$ cat config.mk
export PLATFORM = sky130hd
export DESIGN_NAME = rle_top
export DESIGN_NICKNAME = d
export VERILOG_FILES = /design/src/inc/rle_pkg.sv /design/src/logic/rle_search.sv /design/src/logic/rle_top.sv
export VERILOG_INCLUDE_DIRS = /design/src /design/src/inc
export SDC_FILE = /design/constraint.sdc
export NUM_CORES = 1
export LEC_CHECK = 0
export BUFFER_PORTS_ARGS = -buffer_cell sky130_fd_sc_hd__buf_2
export CORE_MARGIN = 2
export CORE_UTILIZATION = 38
export DETAILED_ROUTE_END_ITERATION = 10
export REMOVE_ABC_BUFFERS = 1
export SKIP_LAST_GASP = 1
export SLEW_MARGIN = 15
export SYNTH_ARGS = -nofsm -noshare
export SYNTH_HDL_FRONTEND = slang
export SYNTH_SLANG_ARGS = --single-unit
$ cat constraint.sdc
create_clock -name clock -period 32.9 [get_ports clock]
set_input_delay 3.29 -clock clock [delete_from_list [all_inputs] [get_ports clock]]
set_output_delay 3.29 -clock clock [all_outputs]
set_load 0.05 [all_outputs]
$ cat src/inc/rle_defs.svh
// register addresses, field positions, reset values and engine constants of the estimator
`ifndef RLE_DEFS_SVH
`define RLE_DEFS_SVH

// ----------------------------------------------------------------------------
// register map in external data space
// ----------------------------------------------------------------------------
`define RLE_ADDR_COORD      16'hdf55
`define RLE_ADDR_PARAM      16'hdf56
`define RLE_ADDR_CTRL       16'hdf57
`define RLE_ADDR_EST_X      16'hdf58
`define RLE_ADDR_EST_Y      16'hdf59

// ----------------------------------------------------------------------------
// control and status fields
// ----------------------------------------------------------------------------
`define RLE_CTRL_LAUNCH     0
`define RLE_CTRL_COORD_LD   1
`define RLE_CTRL_PARAM_LD   2
`define RLE_CTRL_DONE       3
`define RLE_CTRL_EN         4
`define RLE_RESET_BYTE      8'h00
`define RLE_READ_ZERO       8'h00

// ----------------------------------------------------------------------------
// load sequence lengths and parameter slots
// ----------------------------------------------------------------------------
`define RLE_COORD_WRITES    6'h20
`define RLE_PARAM_WRITES    5'h16
`define RLE_SLOT_A          5'h00
`define RLE_SLOT_N          5'h01
`define RLE_SLOT_XMIN       5'h02
`define RLE_SLOT_XSPAN      5'h03
`define RLE_SLOT_YMIN       5'h04
`define RLE_SLOT_YSPAN      5'h05
`define RLE_SLOT_RSSI0      5'h06
`define RLE_N_IDX_MASK      8'h1f

// ----------------------------------------------------------------------------
// exponent table in eighths: 1.000 .. 1.750, 1.875 .. 4.625, then 5.0 .. 8.0
// ----------------------------------------------------------------------------
`define RLE_N_FINE_FIRST    5'h04
`define RLE_N_TAIL_FIRST    5'h1b
`define RLE_N_COARSE_BASE   7'h08
`define RLE_N_FINE_BASE     7'h0b
`define RLE_N_TAIL0         7'h28
`define RLE_N_TAIL1         7'h2c
`define RLE_N_TAIL2         7'h30
`define RLE_N_TAIL3         7'h38
`define RLE_N_TAIL4         7'h40

// ----------------------------------------------------------------------------
// search engine
// ----------------------------------------------------------------------------
`define RLE_COORD_MAX       8'hff
`define RLE_LOSS_SCALE      8'h0c
`define RLE_COST_INIT       24'hffffff
`define RLE_REF_LAST        4'hf

`endif

$ cat src/inc/rle_pkg.sv
// types shared by the estimator top and its search engine
`default_nettype none

package rle_pkg;

  // one reference node: coordinates in 6.2 meters, signal magnitude in 0.5 dB steps
  typedef struct packed
  {
    logic [7:0] x;
    logic [7:0] y;
    logic [7:0] rssi;
  } rle_ref_s;

  // radio and search-limit parameters
  typedef struct packed
  {
    logic [7:0] a_val;
    logic [4:0] n_idx;
    logic [7:0] x_min;
    logic [7:0] x_span;
    logic [7:0] y_min;
    logic [7:0] y_span;
  } rle_bounds_s;

  // search engine states
  typedef enum logic [2:0]
  {
    RLE_IDLE = 3'b001,
    RLE_SCAN = 3'b010,
    RLE_FIN  = 3'b100
  } rle_state_e;

endpackage : rle_pkg

`default_nettype wire

$ cat src/logic/rle_search.sv
// grid search engine: finds the candidate point that best fits the signal strengths
`timescale 1ns/1ps
`default_nettype none
`include "rle_defs.svh"

module rle_search
  import rle_pkg::*;
#(
  parameter int NUM_REFS = 16
)
(
  // clock, reset, clock enable
  input  wire logic                  clock,
  input  wire logic                  rst_n,
  input  wire logic                  run_en,
  // command
  input  wire logic                  start,
  input  wire rle_bounds_s           bounds,
  input  wire rle_ref_s [15:0]       refs,
  // result
  output logic                       done,
  output logic [7:0]                 est_x,
  output logic [7:0]                 est_y
);

  if (NUM_REFS != 16)
    $error("rle_search serves exactly sixteen reference slots");

  rle_state_e  state_r;
  logic [7:0]  off_x_r;
  logic [7:0]  off_y_r;
  logic [3:0]  ref_r;
  logic [23:0] acc_r;
  logic [23:0] best_cost_r;
  logic [7:0]  best_x_r;
  logic [7:0]  best_y_r;
  logic [6:0]  n_eighths;
  logic [7:0]  cand_x;
  logic [7:0]  cand_y;
  logic [8:0]  man;
  logic [15:0] lhs;
  logic [15:0] rhs;
  logic [7:0]  excess;
  logic [16:0] term;
  logic [23:0] total;
  logic        last_x;
  logic        last_y;
  rle_ref_s    cur;

  // exponent index to exponent value in eighths
  function automatic logic [6:0] n_lut(input logic [4:0] idx);
    logic [6:0] v;
    v = `RLE_N_TAIL4;
    if (idx < `RLE_N_FINE_FIRST)
      v = 7'(`RLE_N_COARSE_BASE + {idx, 1'b0});
    else if (idx < `RLE_N_TAIL_FIRST)
      v = 7'(`RLE_N_FINE_BASE + idx);
    else
    begin
      case (idx)
        5'h1b:   v = `RLE_N_TAIL0;
        5'h1c:   v = `RLE_N_TAIL1;
        5'h1d:   v = `RLE_N_TAIL2;
        5'h1e:   v = `RLE_N_TAIL3;
        default: v = `RLE_N_TAIL4;
      endcase
    end
    return v;
  endfunction : n_lut

  // fit term of one reference against the current candidate point
  always_comb
  begin
    cur       = refs[ref_r];
    n_eighths = n_lut(bounds.n_idx);
    cand_x    = 8'(bounds.x_min + off_x_r);
    cand_y    = 8'(bounds.y_min + off_y_r);
    man       = 9'((cand_x > cur.x ? cand_x - cur.x : cur.x - cand_x))
              + 9'((cand_y > cur.y ? cand_y - cur.y : cur.y - cand_y));
    excess    = (cur.rssi > bounds.a_val) ? 8'(cur.rssi - bounds.a_val) : 8'h00;
    lhs       = 16'(man * n_eighths);
    rhs       = 16'(excess * `RLE_LOSS_SCALE);
    term      = (cur.rssi == 8'h00) ? 17'h00000
              : (lhs > rhs) ? 17'(lhs - rhs) : 17'(rhs - lhs);
    total     = acc_r + 24'(term);
    last_x    = (off_x_r == bounds.x_span) || (cand_x == `RLE_COORD_MAX);
    last_y    = (off_y_r == bounds.y_span) || (cand_y == `RLE_COORD_MAX);
  end

  // sequencing: sixteen cycles per candidate, x inner, y outer
  always_ff @(posedge clock or negedge rst_n)
  begin
    if (!rst_n)
    begin
      state_r <= RLE_IDLE;
      off_x_r <= 8'h00;
      off_y_r <= 8'h00;
      ref_r   <= 4'h0;
      acc_r   <= 24'h000000;
    end
    else if (run_en) // stalls while the engine is disabled
    begin
      if (start)
      begin
        state_r <= RLE_SCAN;
        off_x_r <= 8'h00;
        off_y_r <= 8'h00;
        ref_r   <= 4'h0;
        acc_r   <= 24'h000000;
      end
      else
      begin
        case (state_r)
          RLE_IDLE: state_r <= RLE_IDLE;
          RLE_SCAN:
          begin
            ref_r <= 4'(ref_r + 4'h1);
            acc_r <= (ref_r == `RLE_REF_LAST) ? 24'h000000 : total;
            if (ref_r == `RLE_REF_LAST)
            begin
              if (!last_x)
                off_x_r <= 8'(off_x_r + 8'h01);
              else
              begin
                off_x_r <= 8'h00;
                off_y_r <= 8'(off_y_r + 8'h01);
                if (last_y)
                  state_r <= RLE_FIN;
              end
            end
          end
          RLE_FIN:  state_r <= RLE_IDLE;
          default:  state_r <= RLE_IDLE;
        endcase
      end
    end
  end

  // best candidate so far; ties keep the earliest point
  always_ff @(posedge clock or negedge rst_n)
  begin
    if (!rst_n)
    begin
      best_cost_r <= `RLE_COST_INIT;
      best_x_r    <= 8'h00;
      best_y_r    <= 8'h00;
    end
    else if (run_en && start)
      best_cost_r <= `RLE_COST_INIT;
    else if (run_en && state_r == RLE_SCAN && ref_r == `RLE_REF_LAST && total < best_cost_r)
    begin
      best_cost_r <= total;
      best_x_r    <= cand_x;
      best_y_r    <= cand_y;
    end
  end

  // results: x carries a one-step offset that wraps inside the window
  always_ff @(posedge clock or negedge rst_n)
  begin
    if (!rst_n)
    begin
      done  <= 1'b0;
      est_x <= 8'h00;
      est_y <= 8'h00;
    end
    else
    begin
      done <= run_en && !start && state_r == RLE_FIN;
      if (run_en && !start && state_r == RLE_FIN)
      begin
        est_x <= (best_x_r == bounds.x_min) ? 8'(bounds.x_min + bounds.x_span)
                                            : 8'(best_x_r - 8'h01);
        est_y <= best_y_r;
      end
    end
  end

endmodule : rle_search

`default_nettype wire

$ cat src/logic/rle_top.sv
// location estimator coprocessor: register port, load memories and result registers
//
// Function
// - exponent given as integer index 0..31
// - index maps to exponent through fixed table
// - zero signal strength marks unused reference slot
// - parameter order A, n, limits, sixteen strengths
// - estimates 0..63.75 m in 0.25 m steps
// - writing launch bit starts computation
// - no interrupt; completion seen by polling
// - estimates hold until next result or reset
// - registers at 0xdf55 through 0xdf59
// - sixteen coordinate pairs x0,y0..x15,y15, 6.2 format
// - A is unsigned with half-unit lsb
// - enable low gates off engine clock
// - launch clears completion flag unless a search finishes that cycle; reads as zero
`timescale 1ns/1ps
`default_nettype none
`include "rle_defs.svh"

module rle_top
  import rle_pkg::*;
#(
  parameter int NUM_REFS = 16
)
(
  // clock and reset
  input  wire logic        clock,
  input  wire logic        reset_n,
  // register port in external data space
  input  wire logic [15:0] reg_addr,
  input  wire logic        reg_wr,
  input  wire logic        reg_rd,
  input  wire logic [7:0]  reg_wdata,
  output logic      [7:0]  reg_rdata
);

  if (NUM_REFS != 16)
    $error("rle_top serves exactly sixteen reference slots");

  // memory depths follow from the slot count: an x and a y byte per slot, and
  // the six radio and window bytes ahead of one strength byte per slot
  localparam int COORD_DEPTH = 2 * NUM_REFS;
  localparam int PARAM_DEPTH = NUM_REFS + int'(`RLE_SLOT_RSSI0);

  // --------------------------------------------------------------------------
  // reset release
  // --------------------------------------------------------------------------
  logic rst_meta_r;
  logic rst_n_r;

  // release through two flops so the rest of the block leaves reset cleanly;
  // assertion stays asynchronous so the block is quiet even without a clock
  always_ff @(posedge clock or negedge reset_n)
  begin
    if (!reset_n)
    begin
      rst_meta_r <= 1'b0;
      rst_n_r    <= 1'b0;
    end
    else
    begin
      rst_meta_r <= 1'b1;
      rst_n_r    <= rst_meta_r;
    end
  end

  // --------------------------------------------------------------------------
  // decode
  // --------------------------------------------------------------------------
  logic        wr_coord;
  logic        wr_param;
  logic        wr_ctrl;
  logic        launch;
  logic        en_r;
  logic        done_r;
  logic        coord_ld_r;
  logic        param_ld_r;
  logic [5:0]  coord_ptr_r;
  logic [4:0]  param_ptr_r;
  logic [7:0]  coord_last_r;
  logic [7:0]  param_last_r;
  logic [7:0]  est_x_r;
  logic [7:0]  est_y_r;
  logic [7:0]  ctrl_view;
  logic [7:0]  coord_mem_r [COORD_DEPTH];
  logic [7:0]  param_mem_r [PARAM_DEPTH];
  logic        eng_done;
  logic [7:0]  eng_x;
  logic [7:0]  eng_y;
  rle_bounds_s bounds;
  rle_ref_s [15:0] refs;

  // strobes are one cycle wide; a strobe held high would load one byte per
  // cycle, so the byte count is entirely in software's hands
  // byte-wide port at fixed addresses
  assign wr_coord = reg_wr && (reg_addr == `RLE_ADDR_COORD);
  assign wr_param = reg_wr && (reg_addr == `RLE_ADDR_PARAM);
  assign wr_ctrl  = reg_wr && (reg_addr == `RLE_ADDR_CTRL);
  assign launch   = wr_ctrl && reg_wdata[`RLE_CTRL_LAUNCH];

  // --------------------------------------------------------------------------
  // control bits
  // --------------------------------------------------------------------------
  // enable and load flags are plain read/write bits; every control write
  // rewrites all three, so a launch must resend the enable it wants kept
  always_ff @(posedge clock or negedge rst_n_r)
  begin
    if (!rst_n_r)
    begin
      en_r       <= 1'b0;
      coord_ld_r <= 1'b0;
      param_ld_r <= 1'b0;
    end
    else if (wr_ctrl)
    begin
      en_r       <= reg_wdata[`RLE_CTRL_EN];
      coord_ld_r <= reg_wdata[`RLE_CTRL_COORD_LD];
      param_ld_r <= reg_wdata[`RLE_CTRL_PARAM_LD];
    end
  end

  // completion flag: launch clears it, a finishing search sets it, set wins;
  // a launch on the very cycle of a finish therefore still reads as done
  // until the restarted search delivers, which polling software must allow for
  always_ff @(posedge clock or negedge rst_n_r)
  begin
    if (!rst_n_r)
      done_r <= 1'b0;
    else if (eng_done)
      done_r <= 1'b1;
    else if (launch)
      done_r <= 1'b0;
  end

  // --------------------------------------------------------------------------
  // load pointers
  // --------------------------------------------------------------------------
  // a write of 1 to a load flag rewinds its pointer; pointers stop at the end
  // so extra writes cannot wrap onto slot zero; a short load leaves the tail
  // slots holding whatever the previous load put there
  always_ff @(posedge clock or negedge rst_n_r)
  begin
    if (!rst_n_r)
    begin
      coord_ptr_r <= 6'h00;
      param_ptr_r <= 5'h00;
    end
    else
    begin
      if (wr_ctrl && reg_wdata[`RLE_CTRL_COORD_LD])
        coord_ptr_r <= 6'h00;
      else if (wr_coord && coord_ld_r && coord_ptr_r != `RLE_COORD_WRITES)
        coord_ptr_r <= 6'(coord_ptr_r + 6'h01);
      if (wr_ctrl && reg_wdata[`RLE_CTRL_PARAM_LD])
        param_ptr_r <= 5'h00;
      else if (wr_param && param_ld_r && param_ptr_r != `RLE_PARAM_WRITES)
        param_ptr_r <= 5'(param_ptr_r + 5'h01);
    end
  end

  // --------------------------------------------------------------------------
  // load memories
  // --------------------------------------------------------------------------
  // coordinate slot i holds x at 2i and y at 2i+1; the read-back byte follows
  // every write, loading or not, so software can verify the last byte sent
  always_ff @(posedge clock or negedge rst_n_r)
  begin
    if (!rst_n_r)
    begin
      coord_last_r <= `RLE_RESET_BYTE;
      for (int i = 0; i < COORD_DEPTH; i++)
        coord_mem_r[i] <= `RLE_RESET_BYTE;
    end
    else if (wr_coord)
    begin
      coord_last_r <= reg_wdata;
      if (coord_ld_r && coord_ptr_r != `RLE_COORD_WRITES)
        coord_mem_r[coord_ptr_r[4:0]] <= reg_wdata;
    end
  end

  // parameter slots in the order A, n, limits, strengths
  // the engine reads these slots live, so reloading during a search upsets it
  always_ff @(posedge clock or negedge rst_n_r)
  begin
    if (!rst_n_r)
    begin
      param_last_r <= `RLE_RESET_BYTE;
      for (int i = 0; i < PARAM_DEPTH; i++)
        param_mem_r[i] <= `RLE_RESET_BYTE;
    end
    else if (wr_param)
    begin
      param_last_r <= reg_wdata;
      if (param_ld_r && param_ptr_r != `RLE_PARAM_WRITES)
        param_mem_r[param_ptr_r] <= reg_wdata;
    end
  end

  // --------------------------------------------------------------------------
  // engine inputs
  // --------------------------------------------------------------------------
  // index keeps only its five integer bits; A stays in half units
  // a search reads the window straight from these slots, with no snapshot
  assign bounds.a_val  = param_mem_r[`RLE_SLOT_A];
  assign bounds.n_idx  = 5'(param_mem_r[`RLE_SLOT_N] & `RLE_N_IDX_MASK);
  assign bounds.x_min  = param_mem_r[`RLE_SLOT_XMIN];
  assign bounds.x_span = param_mem_r[`RLE_SLOT_XSPAN];
  assign bounds.y_min  = param_mem_r[`RLE_SLOT_YMIN];
  assign bounds.y_span = param_mem_r[`RLE_SLOT_YSPAN];

  // one generate loop gathers each reference slot
  // a zero strength byte is how an unused slot is marked for the engine
  for (genvar g = 0; g < 16; g++)
  begin : g_ref
    assign refs[g].x    = coord_mem_r[2 * g];
    assign refs[g].y    = coord_mem_r[2 * g + 1];
    assign refs[g].rssi = param_mem_r[g + `RLE_SLOT_RSSI0];
  end

  // --------------------------------------------------------------------------
  // search engine
  // --------------------------------------------------------------------------
  // the enable acts as the engine's clock enable: a cleared enable freezes it
  // in place rather than aborting, which keeps the power saving cheap
  // a launch while disabled is dropped by the engine, only the flag clears
  rle_search #(
    .NUM_REFS (NUM_REFS)
  ) u_search (
    .clock  (clock),
    .rst_n  (rst_n_r),
    .run_en (en_r),
    .start  (launch),
    .bounds (bounds),
    .refs   (refs),
    .done   (eng_done),
    .est_x  (eng_x),
    .est_y  (eng_y)
  );

  // results load only when a search completes
  // writes to the estimate addresses decode to nothing, keeping them read only
  // est_x keeps the engine's one-step offset; software removes it
  always_ff @(posedge clock or negedge rst_n_r)
  begin
    if (!rst_n_r)
    begin
      est_x_r <= `RLE_RESET_BYTE;
      est_y_r <= `RLE_RESET_BYTE;
    end
    else if (eng_done)
    begin
      est_x_r <= eng_x;
      est_y_r <= eng_y;
    end
  end

  // --------------------------------------------------------------------------
  // read port
  // --------------------------------------------------------------------------
  // status byte built from the field positions; reserved bits and launch read zero
  always_comb
  begin
    ctrl_view                     = `RLE_READ_ZERO;
    ctrl_view[`RLE_CTRL_EN]       = en_r;
    ctrl_view[`RLE_CTRL_DONE]     = done_r;
    ctrl_view[`RLE_CTRL_PARAM_LD] = param_ld_r;
    ctrl_view[`RLE_CTRL_COORD_LD] = coord_ld_r;
  end

  // unmapped addresses read zero so a stray poll never sees stale bits
  // registered read data, valid the cycle after the strobe; no interrupt
  // output exists, software polls the completion flag
  always_ff @(posedge clock or negedge rst_n_r)
  begin
    if (!rst_n_r)
      reg_rdata <= `RLE_READ_ZERO;
    else if (reg_rd)
    begin
      case (reg_addr)
        `RLE_ADDR_COORD: reg_rdata <= coord_last_r;
        `RLE_ADDR_PARAM: reg_rdata <= param_last_r;
        `RLE_ADDR_CTRL:  reg_rdata <= ctrl_view;
        `RLE_ADDR_EST_X: reg_rdata <= est_x_r;
        `RLE_ADDR_EST_Y: reg_rdata <= est_y_r;
        default:         reg_rdata <= `RLE_READ_ZERO;
      endcase
    end
  end

endmodule : rle_top

`default_nettype wire

==> results of run 1 <==
==> critical path, delay by kind of cell, from the launching register on <==
family / cells / cell delay [ns]
simple gates: 13 / 3.08
flops: 1 / 0.76
xor+xnor: 4 / 1.04
fa+ha+maj: 10 / 4.10
mux: 4 / 1.86
buf+inv: 5 / 1.26
compound gates: 24 / 5.44
==> layout make-up <==
type | count | area, um2 | area share [%]
multi-input combinational | 1992 | 18400 | 48.3
sequential | 590 | 14800 | 38.9
clock buffer | 98 | 1950 | 5.14
tap | 1176 | 1470 | 3.87
inverter | 176 | 661 | 1.74
timing repair buffer | 62 | 403 | 1.06
clock inverter | 25 | 365 | 0.961
antenna | 2 | 5.00 | 0.0132
==> flip-flops by register name, indices dropped and copies added, names as in the netlist, 5 cells and up <==
| signal | count |
|---|---|
| bounds | 45 |
| coord_last_r | 8 |
| coord_mem_r | 256 |
| coord_ptr_r | 6 |
| est_x_r | 8 |
| est_y_r | 8 |
| param_last_r | 8 |
| param_mem_r | 128 |
| param_ptr_r | 5 |
| reg_rdata | 8 |
| u_search.acc_r | 24 |
| u_search.best_cost_r | 24 |
| u_search.best_x_r | 8 |
| u_search.best_y_r | 8 |
| u_search.est_x | 8 |
| u_search.est_y | 8 |
| u_search.off_x_r | 8 |
| u_search.off_y_r | 8 |
==> path summary, 6_finish.rpt <==
path                                             end         startpoint  cells after the start  slack [ns]
worst min register to register      coord_mem_r[110]            rst_n_r                      0        0.33
worst max register to register  u_search.best_y_r[1]  u_search.ref_r[0]                     60       15.16
max in group asynchronous          u_search.acc_r[9]            rst_n_r                      2       30.25
min in group clock                           rst_n_r         rst_meta_r                      0        0.35
worst min-delay path                coord_mem_r[110]            rst_n_r                      0        0.33
worst max-delay path            u_search.best_y_r[1]  u_search.ref_r[0]                     60       15.16
==> kinds of logic (layout without fill, tap and decap cells) <==
group	Yosys count	count (layout)	share of synthesized area [%]
buf+inv	309	361	3.44
other cells	1	3	0.0109
fa+ha+maj	238	238	9.69
flops	590	590	43.1
mux	635	635	24.6
xor+xnor	134	134	3.44
compound gates	409	409	7.69
simple gates	575	575	7.99
==> where the power goes <==
group          internal, mW  switching, mW
Clock                 0.465          0.319
Sequential            0.726        0.00126
Combinational       0.00376         0.0268
Total                  1.20          0.347
==> per-stage QoR <==
step	power (mW)	instance area [um2]	utilization (%)	std cells	setup WS (ns)
3_5_place_dp	0.773	35700	39.8	3996	15.12
6_report	1.54	38000	42.4	4121	15.16
3_3_place_gp	0.773	35700	39.8	3996	15.53
4_1_cts	1.56	38000	42.4	4119	15.06
2_1_floorplan	0.753	33800	-	2758	11.72
5_1_grt	1.59	38000	42.4	4119	13.68
==> metal layers <==
layer | up-vias | global-route usage, % | share of wire (%)
li1 | 10400 | - | -
met1 | 11400 | 25.6 | 48
met2 | 399 | 28.4 | 46
met3 | 112 | 2.32 | 4.0
met4 | 0 | 5.12 | 2.5
met5 | - | 0 | 0
==> synthesized netlist by cell type (all sizes together) (8+ instances only) <==
cell type  instances  area, um2
o21bai            14        105
ha               192       2400
nand2            166        623
and3              23        144
a21o              62        465
nor4              11       68.8
o31ai              8       60.1
xnor2             74        656
o21a              10       75.1
nor2             182        683
nor3b              8       60.1
a31oi             12       81.3
o211ai             9       67.6
a222oi             8       80.1
buf               26        118
dfrtp            565      14100
a22o              18        158
nand4             21        131
or2               12       75.1
a211oi             8       60.1
dfstp             25        657
fa                46        921
mux2i             38        380
inv              175        657
and2              17        109
nor2b             25        156
mux4             119       2680
a21oi             98        490
xor2              60        526
clkbuf           107        402
o21ai            112        564
mux2             478       5380
nand3             29        145
nand2b            28        175
nor3              24        125
==> results.yml, run 1 <==
outcome:
  status: "complete, no violations"
floorplan:
  ios: 36
  rows: 110
  core_area_um2: 89700
  die_h_um: 304
  dieArea_um2: 92700
  die_w_um: 304
  start_util_pct: 38.2
grt:
  grt_usage_pct: 17.9
  grt_pass1_vias: 22700
  grt_overflow: 0
  antenna_found_initial: 1
  grt_max_degree: 177
  grt_pass1_wl_um: 132000
critical_path:
  startpoint_type: "flop"
  crit_path_frequent_cell: "ha_1"
  cp_slowest_stage_delay_ns: 0.89
  worstSetupPathType: "flop to flop"
  cp_data_required_time_ns: 33.40
  slowest_stage: "a31oi_4"
  crit_arrival_ns: 18.24
  end_kind: "flop"
  cp_max_fo: 44
sta:
  grt_setup_unrepaired: "no"
  slew_violations: 0
  hold_viol_final: 0
  finalSetupViolCount: 0
  fin_worst_skew_ns: 0.0241
  period_minus_slack_ns: 17.74
  maxSlewHeadroom_pct: 25.9
  setup_tns_ns: 0
  finalCritPeriodShare_pct: 53.9
  worstMarginPinSlew_ns: 1.11
  max_freq_ghz: 0.0564
  whs_ns: 0.329
synth:
  yosys.cell_types.count: 83
  synthArstFlopShare_pct: 100
  ys_warn_count: 0
  avgSynthCellArea_um2: 11.9
  syn_inst: 2891
  ys.flop_type: "dfrtp_1"
  ys_seq_elements: 590
  synth_edf_count: 0
  syn-cell-area_um2: 34300
  seq_area_frac_synth_pct: 43.1
power_and_ir_drop:
  leakagePower_nw: 18.8
  peakVddDrop_mv: 0.0326
  pwr_density_cell_nw_per_um2: 40.5
clock_network:
  cts.sinks: 590
  root_buffer: "clkbuf_16"
  cts.clk_slew.worst_paths_ns: 0.06
  cts_buffers: 67
  postCtsSetupRepairBufs: 0
  ctsResizeCount: 0
  insertion_delay_ns: 0.64
  clockBufferDepth: 3
  cts_tree: "done"
  h-tree-depth: 3
  hold_buffers: 0
detailed_routing:
  drtAntennaViolNets: 0
  dr.pass1.iters: 5
  vias: 22300
  routed_wl_um: 81800
  first_iter_violations: 1443
  drc_errors: 0
  vias_per_cell: 5.40
  post_drt_wl_per_cell_um: 19.9
placed_design:
  routabilityCongestion: 0.842
  portBuffers: 35
  hpwl_um: 55600
job:
  drv_cap: 0
hold_path:
  hold_class: "flop to asynchronous set/reset pin"
cells_and_area:
  final_cell_mix: "dfrtp_1, mux2_2, ha_1"
  fillCellCount: 8393
  final_common_cell: "dfrtp_1"
  area_growth_pct: 10.9
  drive_above_1_share_pct: 27.8
  nNetsFinal: 3155
(Power assumes the default switching activity.)
==> run 2: changes to the inputs <==
==> constraint.sdc (replaced) <==
create_clock -name clock -period 17.94 [get_ports clock]
set_input_delay 1.794 -clock clock [delete_from_list [all_inputs] [get_ports clock]]
set_output_delay 1.794 -clock clock [all_outputs]
set_load 0.05 [all_outputs]
==> run 2 against run 1 <==
Compared with the run above: utilization about the same; worst hold slack better by 0.029 ns; largest power group unchanged; sequential power increased by 83%; design area barely moved; flip-flop and latch count stayed put; die area did not move; combinational power rose by 82%; global-route usage increased by 0.26 points; via count is essentially flat; fmax grew 7.0%; largest cell class unchanged; routed wire length grew 1.4%; register-to-register slack got worse by 14 ns; critical path type unchanged.
==> results.yml, run 2 (synthesis results as in run 1) <==
cells_and_area:
  largest_register_ffs: 256
  nNetsFinal: 3163
  final_util_pct: 42.4
  final_cell_mix: "dfrtp_1, mux2_2, ha_1"
  regArea_um2: 14800
  final_common_cell: "dfrtp_1"
  regMostFlops: "coord_mem_r"
  area_growth_pct: 10.9
  multi_input_area_um2: 18400
  fillCellCount: 8473
  drive_above_1_share_pct: 27.7
clock_network:
  h-tree-depth: 3
  insertion_delay_ns: 0.64
  cts.sinks: 590
  cts_buffers: 68
  cts_tree: "done"
  root_buffer: "clkbuf_16"
  clockBufferDepth: 3
  cts.clk_slew.worst_paths_ns: 0.06
grt:
  grt_pass1_wl_um: 134000
  busiest_layer: "met2"
  grt_pass1_vias: 23000
  grt_max_degree: 81
  grt_overflow: 0
  grt_util_met2_pct: 29.5
  antenna_found_initial: 0
  grt_use_met3_pct: 2.21
  grt_util_met1_pct: 25.7
  grt_usage_pct: 18.1
job:
  drv_cap: 0
power_and_ir_drop:
  pwr_density_cell_nw_per_um2: 73.8
  leakagePower_nw: 18.8
  peakVddDrop_mv: 0.0720
  power.total_mw: 2.81
critical_path:
  worstSetupPathType: "flop to flop"
  r2r_end: "u_search.best_y_r[3]"
  cp_slowest_stage_delay_ns: 1.05
  startpoint_type: "flop"
  crit_arrival_ns: 17.05
  slowest_stage: "dfrtp_4"
  regToRegSetupSlack_ns: 1.36
  cp_max_fo: 59
  cp_data_required_time_ns: 18.41
  r2r-start: "u_search.ref_r[1]"
  end_kind: "flop"
  rr_worst_depth: 60
detailed_routing:
  vias_per_cell: 5.40
  drc_errors: 0
  drtAntennaViolNets: 0
  routed_wl_um: 82900
  post_drt_wl_per_cell_um: 20.1
  first_iter_violations: 1425
  vias: 22300
  dr.pass1.iters: 8
sta:
  grt_setup_unrepaired: "no"
  max_freq_ghz: 0.0603
  slew_violations: 0
  finalSetupViolCount: 0
  fin_worst_skew_ns: 0.0525
  maxSlewHeadroom_pct: 17.3
  setup_tns_ns: 0
  finalCritPeriodShare_pct: 92.4
  period_minus_slack_ns: 16.58
  hold_viol_final: 0
  worstMarginPinSlew_ns: 1.24
floorplan:
  die_h_um: 304
  start_util_pct: 38.2
  rows: 110
  die_w_um: 304
  dieArea_um2: 92700
  core_area_um2: 89700
  ios: 36
placed_design:
  routabilityCongestion: 0.836
  hpwl_um: 55900
  portBuffers: 35
outcome:
  status: "complete, no violations"
hold_path:
  min-delay-start: "rst_meta_r"
  worstHoldPathCells: 0
  hold_class: "flop to flop"
  min_to: "rst_n_r"
[run 2: cell count changes in the layout (fill, tap and decap cells not counted), moves of 2 or more]
cell and change:
clkinv_16 +2, clkinvlp_4 +2, buf_4 +7, clkinv_2 -2, clkbuf_8 -8, clkbuf_1 +8
[run 2: worst max path at each step]
stage,slack [ns],end,start,depth (start not counted)
final,1.36,u_search.best_y_r[3],u_search.ref_r[1],60
after global routing,0.13,u_search.best_y_r[5],u_search.ref_r[1],61
after CTS,1.07,u_search.best_y_r[3],u_search.ref_r[0],61
after detailed placement,1.17,u_search.best_y_r[4],u_search.ref_r[0],60
after global placement,1.48,u_search.best_y_r[6],u_search.ref_r[0],60
after floorplan,-3.24,u_search.best_y_r[2],u_search.ref_r[0],58
[run 2: metal layers]
layer | up-vias | share of wire (%)
met5 | - | 0
met4 | 0 | 2.4
met3 | 125 | 3.1
met2 | 348 | 47
met1 | 11500 | 48
li1 | 10300 | -
[run 2: per-stage QoR]
| step | worst slack (ns) | cell area (um2) | hold slack (ns) | instances |
|---|---|---|---|---|
| after floorplan | -3.24 | 33800 | 0.331 | 2758 |
| after global placement | 1.48 | 35700 | 0.340 | 4002 |
| after detailed placement | 1.17 | 35700 | 0.350 | 4002 |
| after CTS | 1.07 | 38000 | 0.363 | 4125 |
| after global routing | 0.132 | 38100 | 0.369 | 4126 |
| final | 1.36 | 38100 | 0.359 | 4127 |
[run 2: timing repair]
item,CTS,global route
resized for setup,0,0
hold buffers,0,0
setup endpoints to repair,0,14
buffers inserted,0,1
[run 2: cell type report]
type,count,area share [%]
antenna,1,0.00658
clock buffer,98,4.93
clock inverter,25,1.08
inverter,176,1.74
multi-input combinational,1992,48.3
sequential,590,38.9
tap,1176,3.87
timing repair buffer,69,1.22
[run 2: worst max-delay path, delay by kind of cell (launching register included)]
family          cells  cell delay [ns]
compound gates     24             4.73
xor+xnor            4             1.05
fa+ha+maj          10             4.09
simple gates       13             2.83
buf+inv             5             0.83
mux                 4             1.74
flops               1             1.05
[run 2: where the power goes]
group          internal, mW  switching [mW]
Sequential             1.33         0.00259
Combinational       0.00671          0.0490
Clock                 0.828           0.592
